<file path="src/core/dacl_pkg.sv">
// constants and carrier types of the two-rank converter load controller
package dacl_pkg;
	// clock and documented widths
	localparam int CLK_MHZ = 200;
	localparam int WORD_W  = 16;
	localparam int BYTE_W  = 8;
	localparam int UNIT_W  = 4;
	localparam int CNT_W   = 8;

	// pin timing in ns, least figures
	localparam int SETUP_NS  = 10;
	localparam int STROBE_NS = 50;
	localparam int HOLD_NS   = 10;
	localparam int GAP_NS    = 100;

	// least times round up to whole cycles
	localparam int SETUP_CYC  = (SETUP_NS * CLK_MHZ + 999) / 1000;
	localparam int STROBE_CYC = (STROBE_NS * CLK_MHZ + 999) / 1000;
	localparam int HOLD_CYC   = (HOLD_NS * CLK_MHZ + 999) / 1000;
	localparam int GAP_CYC    = (GAP_NS * CLK_MHZ + 999) / 1000;

	// counter load values, one less than the cycle counts
	localparam logic [CNT_W-1:0] SETUP_LD  = CNT_W'(SETUP_CYC - 1);
	localparam logic [CNT_W-1:0] STROBE_LD = CNT_W'(STROBE_CYC - 1);
	localparam logic [CNT_W-1:0] HOLD_LD   = CNT_W'(HOLD_CYC - 1);
	localparam logic [CNT_W-1:0] GAP_LD    = CNT_W'(GAP_CYC - 1);

	// commands from the user side
	typedef enum logic [1:0] {
		DACL_OP_LOAD,
		DACL_OP_UPDATE,
		DACL_OP_TIED
	} dacl_op_e;

	typedef struct packed {
		dacl_op_e           op;
		logic [UNIT_W-1:0]  unit;
		logic [WORD_W-1:0]  word;
	} dacl_cmd_s;

	// shared pins toward the converters
	typedef struct packed {
		logic               load_n;
		logic               update;
		logic               byte_le;
		logic [WORD_W-1:0]  word;
	} dacl_pins_s;

	localparam dacl_pins_s PINS_RST = '{
		load_n: 1'b1, update: 1'b0, byte_le: 1'b0, word: 16'h0000};
endpackage

</file>
<file path="src/core/dacl_host.sv">
// host controller that loads and updates a bank of two-rank converters
//
// How it works
// RL1 - first rank passes while select, load low
// RL2 - second rank follows first while update high
// RL3 - update pin ignores select and other controls
// RL4 - one select on all pins acts as register
// RL5 - tied select rising edge captures and updates
// RL6 - select low time stretched to device minimum
// RL7 - each write finishes without wait states
// RL8 - unit address captured before select decode; 16-bit and tied writes decode it straight from the command
// RL9 - only the addressed converter's latch opens
// RL10 - data captured on load strobe rising edge
// RL11 - select never outlasts the data on bus
// RL12 - load units separately, then one shared update
// RL13 - update write gives high-going update pulse
// RL14 - update falling edge freezes second rank
// RL15 - byte bus builds word via holding latch
// RL16 - upper byte caught by lowering latch enable
// RL17 - lower byte then select and load together (here select falls with the lower byte, load SETUP_CYC cycles later)
// RL18 - output code moves only while update high
`timescale 1ns/100ps

module dacl_host #(
	parameter int N_UNITS = 4,
	parameter int BUS_W   = 16
) (
	// clock and reset
	input  wire logic                    clk,
	input  wire logic                    rst_n,
	// command port
	input  wire logic                    cmd_valid,
	output logic                         cmd_ready,
	input  wire dacl_pkg::dacl_cmd_s     cmd,
	// converter pins
	output logic [N_UNITS-1:0]           decoded_select_n,
	output logic                         first_rank_load_n,
	output logic                         second_rank_update,
	output logic                         byte_latch_en,
	output logic [BUS_W-1:0]             input_word
);

	// refuse shapes the sequencer cannot drive
	if (BUS_W != dacl_pkg::WORD_W && BUS_W != dacl_pkg::BYTE_W)
	begin : g_bad_bus
		$error("bus width must be 8 or 16");
	end
	if (N_UNITS < 1 || N_UNITS > (1 << dacl_pkg::UNIT_W))
	begin : g_bad_units
		$error("unit count out of range");
	end

	localparam bit BYTE_BUS = (BUS_W == dacl_pkg::BYTE_W);
	localparam logic [N_UNITS-1:0] UNIT_ONE = N_UNITS'(1);

	typedef enum logic [3:0] {
		ST_IDLE,
		ST_HI_BYTE,
		ST_HI_LATCH,
		ST_SETUP,
		ST_STROBE,
		ST_HOLD,
		ST_GAP,
		ST_UPDATE,
		ST_TIED_LOW,
		ST_TIED_HOLD
	} dacl_state_e;

	dacl_state_e                    st_q, st_d;
	logic [dacl_pkg::CNT_W-1:0]     cnt_q, cnt_d;
	logic [N_UNITS-1:0]             sel_q, sel_d;
	logic [dacl_pkg::WORD_W-1:0]    word_q, word_d;
	dacl_pkg::dacl_pins_s           pins_q, pins_d;
	logic                           done;
	// unit index kept for the second byte phase
	logic [dacl_pkg::UNIT_W-1:0]    cmd_unit_q, cmd_unit_d;

	// handshake is combinational; only idle takes a command
	assign cmd_ready = (st_q == ST_IDLE);

	// pins come straight from flops, so no decode glitches reach them
	assign decoded_select_n   = sel_q;
	assign first_rank_load_n  = pins_q.load_n;
	assign second_rank_update = pins_q.update;
	assign byte_latch_en      = pins_q.byte_le;
	assign input_word         = pins_q.word[BUS_W-1:0];

	// sequencer next state
	always_comb
	begin
		st_d   = st_q;
		cnt_d  = cnt_q;
		sel_d  = sel_q;
		word_d = word_q;
		pins_d = pins_q;
		done   = (cnt_q == '0);
		if (!done)
			cnt_d = cnt_q - 1'b1;
		case (st_q)
			ST_IDLE:
			begin
				if (cmd_valid)
				begin
					// unit is taken here; 16-bit and tied selects move on this same edge
					word_d = cmd.word; // RL8
					case (cmd.op)
						dacl_pkg::DACL_OP_LOAD:
						begin
							// unknown units are dropped without a pulse
							if (int'(cmd.unit) >= N_UNITS)
								st_d = ST_IDLE;
							else if (BYTE_BUS)
							begin
								// upper byte first through the open latch
								st_d = ST_HI_BYTE; // RL15
								pins_d.word = {{dacl_pkg::BYTE_W{1'b0}},
									cmd.word[dacl_pkg::WORD_W-1:
									dacl_pkg::BYTE_W]};
								pins_d.byte_le = 1'b1;
								cnt_d = dacl_pkg::SETUP_LD;
							end
							else
							begin
								st_d = ST_SETUP;
								pins_d.word = cmd.word;
								sel_d = ~(UNIT_ONE << cmd.unit); // RL9
								cnt_d = dacl_pkg::SETUP_LD;
							end
						end
						dacl_pkg::DACL_OP_UPDATE:
						begin
							// settle gap lowers bit skew across units
							st_d = ST_GAP; // RL12
							cnt_d = dacl_pkg::GAP_LD;
						end
						dacl_pkg::DACL_OP_TIED:
						begin
							if (int'(cmd.unit) < N_UNITS)
							begin
								st_d = ST_TIED_LOW; // RL4
								pins_d.word = cmd.word;
								sel_d = ~(UNIT_ONE << cmd.unit);
								cnt_d = dacl_pkg::STROBE_LD;
							end
						end
						default:
							st_d = ST_IDLE;
					endcase
					if (cmd.op == dacl_pkg::DACL_OP_LOAD && BYTE_BUS
						&& int'(cmd.unit) < N_UNITS)
						sel_d = sel_q;
				end
			end
			ST_HI_BYTE:
			begin
				if (done)
				begin
					// lowering latch enable holds the upper byte
					st_d = ST_HI_LATCH;
					pins_d.byte_le = 1'b0; // RL16
					cnt_d = dacl_pkg::HOLD_LD;
				end
			end
			ST_HI_LATCH:
			begin
				if (done)
				begin
					// lower byte on the bus and the addressed unit opened in the same cycle
					st_d = ST_SETUP; // RL17
					pins_d.word = {{dacl_pkg::BYTE_W{1'b0}},
						word_q[dacl_pkg::BYTE_W-1:0]};
					sel_d = ~(UNIT_ONE << cmd_unit_q);
					cnt_d = dacl_pkg::SETUP_LD;
				end
			end
			ST_SETUP:
			begin
				if (done)
				begin
					// first rank opens while select and load both low
					st_d = ST_STROBE; // RL1
					pins_d.load_n = 1'b0; // RL17
					cnt_d = dacl_pkg::STROBE_LD; // RL6
				end
			end
			ST_STROBE:
			begin
				if (done)
				begin
					// capture on load rising edge, select still low
					st_d = ST_HOLD;
					pins_d.load_n = 1'b1; // RL10
					cnt_d = dacl_pkg::HOLD_LD;
				end
			end
			ST_HOLD:
			begin
				if (done)
				begin
					// select lifts before data may change
					st_d = ST_IDLE; // RL11
					sel_d = '1;
				end
			end
			ST_GAP:
			begin
				if (done)
				begin
					// update pulse never touches select or load
					st_d = ST_UPDATE;
					pins_d.update = 1'b1; // RL13
					cnt_d = dacl_pkg::STROBE_LD;
				end
			end
			ST_UPDATE:
			begin
				if (done)
				begin
					// falling update freezes the new code in all units
					st_d = ST_IDLE;
					pins_d.update = 1'b0; // RL14
				end
			end
			ST_TIED_LOW:
			begin
				if (done)
				begin
					// one rising edge latches and updates the unit
					st_d = ST_TIED_HOLD; // RL5
					sel_d = '1;
					cnt_d = dacl_pkg::HOLD_LD;
				end
			end
			ST_TIED_HOLD:
			begin
				// data held past the rising select edge
				if (done)
					st_d = ST_IDLE; // RL11
			end
			default:
			begin
				st_d = ST_IDLE;
				sel_d = '1;
				pins_d = dacl_pkg::PINS_RST;
			end
		endcase
	end

	// unit index is captured with the command; 16-bit and tied selects move on that same edge
	always_comb
	begin
		cmd_unit_d = cmd_unit_q;
		if (st_q == ST_IDLE && cmd_valid)
			cmd_unit_d = cmd.unit; // RL8
	end

	// sequencer registers
	always_ff @(posedge clk or negedge rst_n)
	begin
		if (!rst_n)
		begin
			st_q       <= ST_IDLE;
			cnt_q      <= '0;
			sel_q      <= '1;
			word_q     <= 16'h0000;
			pins_q     <= dacl_pkg::PINS_RST;
			cmd_unit_q <= 4'h0;
		end
		else
		begin
			st_q       <= st_d;
			cnt_q      <= cnt_d;
			sel_q      <= sel_d;
			word_q     <= word_d;
			pins_q     <= pins_d;
			cmd_unit_q <= cmd_unit_d;
		end
	end

	// helper counters read only by the checks below
	logic [7:0] ld_low_q, ld_low_d;
	logic [7:0] sel_low_q, sel_low_d;
	logic [7:0] since_ld_q, since_ld_d;

	always_comb
	begin
		ld_low_d   = 8'h00;
		sel_low_d  = 8'h00;
		since_ld_d = since_ld_q;
		if (!pins_q.load_n && ld_low_q != 8'hff)
			ld_low_d = ld_low_q + 8'h01;
		if (!(&sel_q) && sel_low_q != 8'hff)
			sel_low_d = sel_low_q + 8'h01;
		if (!pins_q.load_n || !(&sel_q))
			since_ld_d = 8'h00;
		else if (since_ld_q != 8'hff)
			since_ld_d = since_ld_q + 8'h01;
	end

	always_ff @(posedge clk or negedge rst_n)
	begin
		if (!rst_n)
		begin
			ld_low_q   <= 8'h00;
			sel_low_q  <= 8'h00;
			since_ld_q <= 8'hff;
		end
		else
		begin
			ld_low_q   <= ld_low_d;
			sel_low_q  <= sel_low_d;
			since_ld_q <= since_ld_d;
		end
	end
endmodule

</file>
<file path="config.mk">
export PLATFORM = sky130hd
export DESIGN_NAME = dacl_host
export DESIGN_NICKNAME = d
export VERILOG_FILES = /design/src/core/dacl_pkg.sv /design/src/core/dacl_host.sv
export SDC_FILE = /design/constraint.sdc
export NUM_CORES = 1
export LEC_CHECK = 0
export BUFFER_PORTS_ARGS = -buffer_cell sky130_fd_sc_hd__buf_2
export CELL_PAD_IN_SITES_DETAIL_PLACEMENT = 0
export CELL_PAD_IN_SITES_GLOBAL_PLACEMENT = 1
export CORE_MARGIN = 2
export CORE_UTILIZATION = 35
export DETAILED_ROUTE_END_ITERATION = 7
export PLACE_DENSITY = 0.8
export SLEW_MARGIN = 0
export SYNTH_ARGS = -nofsm -noshare
export SYNTH_HDL_FRONTEND = slang
export SYNTH_SLANG_ARGS = --single-unit
</file>
<file path="constraint.sdc">
create_clock -name clk -period 2.5 [get_ports clk]
set_input_delay 0.25 -clock clk [delete_from_list [all_inputs] [get_ports clk]]
set_output_delay 0.25 -clock clk [all_outputs]
set_load 0.02 [all_outputs]
</file>
==> results of run 1 <==
-- path summary, 6_finish.rpt --
path	start	endpoint	cells after the start
max	cnt_q[1]$_DFF_PN0_	cnt_q[0]$_DFF_PN0_	10
min	rst_n	input_word[5]$_DFFE_PN0P_	1
max reg2reg	cnt_q[1]$_DFF_PN0_	cnt_q[0]$_DFF_PN0_	10
min reg2reg	input_word[10]$_DFFE_PN0P_	input_word[10]$_DFFE_PN0P_	1
max in group asynchronous	rst_n	decoded_select_n[1]$_DFFE_PN1P_	2
min in group clk	cmd[14]	input_word[14]$_DFFE_PN0P_	2
-- cell type report --
type / instances / share of cell area [%]
clock inverters: 2 / 0.4689
repair buffers: 58 / 10.83
well taps: 96 / 4.092
multi-input cells: 171 / 40.96
clock buffers: 6 / 2.472
inverters: 13 / 1.748
flip-flops and latches: 46 / 39.43
-- power groups by stage --
stage / sequential (mW) / combinational [mW] / clock [mW]
floorplan: 1.39 / 1.21 / 0
global placement: 1.37 / 1.66 / 0
detailed placement: 1.38 / 1.67 / 0
CTS: 1.37 / 1.68 / 0.474
global route: 1.42 / 1.86 / 0.501
finish: 1.37 / 1.67 / 0.452
-- per-stage QoR --
step | util [%] | std cells | power [mW] | hold WS, ps | area, um^2
2_1_floorplan | - | 244 | 2.597 | -45.59 | 2494
4_1_cts | 42.97 | 392 | 3.521 | 145.7 | 2935
3_5_place_dp | 41.70 | 384 | 3.050 | 477.9 | 2849
3_3_place_gp | 41.70 | 384 | 3.032 | 470.5 | 2849
5_1_grt | 42.97 | 392 | 3.772 | 160.7 | 2935
6_report | 42.97 | 392 | 3.488 | 118.8 | 2935
-- metal layers --
| layer | wire (um) | part of all wire, % | vias to the layer above |
|---|---|---|---|
| met5 | 0 | 0 | - |
| met2 | 2623 | 47 | 48 |
| met1 | 2613 | 47 | 968 |
| met4 | 51 | 0.92 | 0 |
| met3 | 260 | 4.7 | 6 |
| li1 | - | - | 992 |
-- critical path, stage by stage (launching register included) --
cell and delay (ps):
dfrtp_1 400, inv_1 100, ha_1 140, nor3b_2 220
and2_1 310, inv_4 100, ha_1 300, inv_1 80
mux2i_1 60, a22oi_1 180, o221ai_1 140
-- placed cells by master (no fill, tap or decap), types with 4 or more instances in the layout --
cell / netlist / final
nand2b_1: 4 / 4
mux2_2: 12 / 12
nand2_1: 23 / 23
dfrtp_1: 41 / 41
nor3_1: 9 / 9
a21oi_1: 10 / 10
o31ai_1: 4 / 4
a32oi_1: 8 / 8
nand3_1: 4 / 4
buf_4: 1 / 11
o21ai_0: 20 / 20
nor2_1: 18 / 18
a22o_1: 9 / 9
buf_2: 2 / 47
xor2_1: 4 / 4
mux2_1: 4 / 4
inv_1: 12 / 12
clkbuf_8: 0 / 5
dfstp_2: 5 / 5
-- state kept, by name, summed over array words and instances (netlist names) --
signal	cells
input_word	16
cnt_q	8
word_q	8
cmd_unit_q	4
decoded_select_n	4
st_q	4
first_rank_load_n	1
second_rank_update	1
-- cells by family after synthesis --
family | after synthesis | share of synthesized area, %
simple gates | 75 | 16.76
compound gates | 69 | 20.07
flops | 46 | 46.41
buf+inv | 27 | 5.369
mux | 17 | 7.627
xor+xnor | 6 | 2.107
fa+ha+maj | 3 | 1.505
other cells | 1 | 0.1504
==> flow_summary.toml, run 1 <==
[outcome]
status = "complete, no violations"

[routing]
vias = 2014
postRouteWirelength_mm = 5.549
remaining_drc_errors = 0
postRouteAntennaNets = 0
via_per_inst = 5.138
wl_per_cell_um = 14.16
drt_iter0_drc = 130
dr.pass1.iters = 4

[worst_setup_path]
crit_path_end_kind = "flop"
crit_path_start_kind = "flop"
required_ps = 2650
cp_data_arrival_time_ps = 2320
rrSetupSlack_ps = 330
crit_type = "flop to flop"
crit_fanout = 9

[pwr]
sw_frac_of_total_pct = 42.80
power_frac_comb_pct = 47.8
seqPwrFrac_pct = 39.2
pwr_density_cell_mw_per_mm2 = 1188
peakVddDrop_uv = 524.2
p_leak_nw = 1.306
internal-power_mw = 1.995
switching_power_mw = 1.493
clockPowerShare_pct = 13.0

[placement]
gp_congestion = 0.8418
place_ws_ps = 336.8
io_buffer_count = 47
dp_hpwl_mm = 3.984

[clocking]
cts_buffer_depth = 2
cts_made_buffers = 5
cts_resized = 0
cts_tree = "done"
path_clk_slew_ps = 80
cts_hold_buf = 0
clk_latency_ps = 300
cts.htree.levels = 2
root_buffer = "clkbuf_8"
clock_sinks = 46
cts_setup_buffers = 0

[sta]
clock_skew_ps = 3.622
timing.fmax_ghz = 0.4604
fin_crit_ps = 2172
fin_tns_setup_ps = 0
relSlewSlack_pct = 33.36
hold_viol = 0
slew_viol_final = 0
fin_crit_sh_pct = 86.88
setup_viol_count_final = 0
worst_slack_ps = 328.1
rsz0062_at_grt = "false"
worst_slew_pin_slew_ps = 999.6

[grt]
grt_first_pass_wirelength_mm = 9.535
antenna_found_initial = 0
grt_max_degree = 45
grt.met3_usage_pct = 3.451
grtUsageMet1_pct = 21.67
grt_use_met2_pct = 24.40
track_usage_pct = 15.55
top_usage_layer = "met2"
gr-total-overflow = 0
grt_pass1_vias = 1999

[synth]
synthTopCellsByCount = "dfrtp_1, nand2_1, o21ai_0"
synthArstFlopShare_pct = 100.0
synth_area_leaders = "dfrtp_1, mux2_2, dfstp_2, o21ai_0, nand2_1"
synth-edff-count = 0
ys_warn_count = 0
syn_inst = 244
postSynthAreaPerCell_um2 = 10.22
ys_ff_latch = 46
synth_nets = 272
synth_top_area_share_pct = 41.14
synth_area_leader_cell = "dfrtp_1"
netlist_area_mm2 = 0.002494
synth_cell_type_count = 57
synth.most_common_cell = "dfrtp_1"
seq_area_frac_synth_pct = 46.41
synth_ff_type = "dfrtp_1"

[floorplanning]
start_util_pct = 36.50
die_h_um = 88.41
fp-row-count = 30
boundaryPins = 49
die_w_um = 88.41
coreArea_mm2 = 0.006832
dieArea_mm2 = 0.007815

[layout]
multiInputGateArea_mm2 = 0.001202
n_fill_cell = 691
num_antenna_cells = 0
layout.nets = 323
seq_area_mm2 = 0.001157
syn2layout_area_growth_pct = 17.71
drive_gt1_share_pct = 31.42

[flow_run]
drv_cap = 0

[worst_hold_path]
hold_class = "primary input to asynchronous set/reset pin"
Power figures use the tool's default switching activity.
==> inputs of run 2 (changes only) <==
CORE_ASPECT_RATIO = 1.25   (was default)
PLACE_DENSITY = default   (was 0.8)
PLACE_DENSITY_LB_ADDON = 0.1   (was default)
==> run 2 against run 1 <==
  * Sequential power about the same
  * Combinational power increased by 3%
  * First-iteration DRC count decreased by 27%
  * Clock skew increased by 1.2 ps
  * Largest power group unchanged
==> flow_summary.toml, run 2 (synthesis results as in run 1) <==
[clocking]
cts.htree.levels = 2
path_clk_slew_ps = 90
clk_latency_ps = 300
clock_sinks = 46
cts_tree = "done"
cts_buffer_depth = 2
cts_setup_buffers = 0
cts_made_buffers = 5
root_buffer = "clkbuf_8"

[floorplanning]
start_util_pct = 35.96
fp-row-count = 34
coreArea_mm2 = 0.006934
die_w_um = 79.50
die_h_um = 98.37
boundaryPins = 49
dieArea_mm2 = 0.007820

[grt]
grt_first_pass_wirelength_mm = 9.956
grt_pass1_vias = 1944
gr-total-overflow = 0
antenna_found_initial = 0
grt_max_degree = 32
track_usage_pct = 16.32

[sta]
fin_tns_setup_ps = 0
relSlewSlack_pct = 61.49
timing.fmax_ghz = 0.4563
hold_viol = 0
fin_crit_ps = 2192
rsz0062_at_grt = "false"
setup_viol_count_final = 0
worst_slew_pin_slew_ps = 577.7
fin_crit_sh_pct = 87.67
slew_viol_final = 0
clock_skew_ps = 4.806

[routing]
postRouteAntennaNets = 0
postRouteWirelength_mm = 6.135
wl_met1_mm = 2.875
dr.pass1.iters = 4
wl_met3_um = 165
wl_per_cell_um = 15.85
via_per_inst = 5.194
wl_met2_mm = 2.949
vias = 2010
remaining_drc_errors = 0
highest_layer = "met4"
drt_iter0_drc = 95

[worst_setup_path]
crit_fanout = 9
critPathBufInv = 3
worstPathCellList = "inv_1 > ha_1 > nor3b_2 > and2_1 > inv_4 > ha_1 > inv_1 > mux2i_1 > a22oi_1 > o221ai_1"
r2r-start = "cnt_q[1]$_DFF_PN0_"
r2r_cells = 10
cp_data_arrival_time_ps = 2360
crit_path_end_kind = "flop"
rrSetupSlack_ps = 310
crit_type = "flop to flop"
slowest_delay_ps = 400
critPathSlowestCell = "dfrtp_1"
required_ps = 2670
r2r_end = "cnt_q[0]$_DFF_PN0_"
endpoint = "cnt_q[0]$_DFF_PN0_"
crit_path_start_kind = "flop"
critPathLaunch = "cnt_q[1]$_DFF_PN0_"
cp_top_family = "simple AND/OR/NAND/NOR gates"
cp.depth = 10

[placement]
io_buffer_count = 47
gp_congestion = 0.8046
dp_hpwl_mm = 4.384
place_area_mm2 = 0.002841

[layout]
n_fill_cell = 690
largest_reg_flops = 16
layout.nets = 324
drive_gt1_share_pct = 31.31
mostFrequentLayoutCell = "buf_2"
fin_area_mm2 = 0.002947
final_cell_mix = "buf_2, dfrtp_1, nand2_1"
syn2layout_area_growth_pct = 18.16
num_antenna_cells = 0

[pwr]
p_leak_nw = 1.315
pwr_density_cell_mw_per_mm2 = 1204
peakVddDrop_uv = 493.2

[outcome]
status = "complete, no violations"

[worst_hold_path]
whs_path_depth = 2
hold_class = "primary input to flop"

[flow_run]
drv_cap = 0
==> run 2: final cells by class <==
| class | count | area [um^2] | area share (%) |
|---|---|---|---|
| Timing Repair Buffer | 59 | 327.8 | 11.13 |
| Multi-Input combinational cell | 171 | 1202 | 40.81 |
| Inverter | 13 | 51.30 | 1.741 |
| Sequential cell | 46 | 1157 | 39.28 |
| Clock inverter | 1 | 8.758 | 0.2972 |
| Tap cell | 90 | 112.6 | 3.822 |
| Clock buffer | 7 | 86.33 | 2.930 |
==> run 2: how the worst min path moves through the flow <==
stage / from / end / slack [ps]
CTS: cmd[8] / input_word[8]$_DFFE_PN0P_ / 160
detailed placement: rst_n / second_rank_update$_DFFE_PN0P_ / 200
finish: cmd[8] / input_word[8]$_DFFE_PN0P_ / 170
global placement: rst_n / second_rank_update$_DFFE_PN0P_ / 200
floorplan: rst_n / cmd_unit_q[0]$_DFFE_PN0P_ / -50
global route: cmd[8] / input_word[8]$_DFFE_PN0P_ / 160
==> run 2: per-layer routing <==
metal,global-route usage [%],up-vias
met2,26.37,41
li1,-,984
met5,0,-
met1,21.90,976
met3,2.588,9
met4,6.101,0
==> run 2: power by group <==
group          internal [mW]  leakage, nW  switching (mW)
Sequential              1.06        0.564           0.278
Combinational          0.742        0.702           0.975
Clock                  0.229       0.0489           0.265
==> run 2: through the flow <==
stage	worst slack (ps)	instances	utilization (%)	hold slack (ps)	total power [mW]
finish	308.3	387	42.49	171.1	3.549
global route	79.29	387	42.49	159.3	3.828
CTS	295.2	387	42.49	162.4	3.595
detailed placement	318.9	378	40.98	199.9	3.086
global placement	393.2	378	40.98	198.2	3.079
floorplan	570.1	244	-	-45.59	2.597
==> run 2: timing repair <==
action                     4_1_cts  5_1_grt
hold endpoints to repair        10        0
gates resized for setup          0        0
setup endpoints to repair        0        0
hold buffers                     1        0
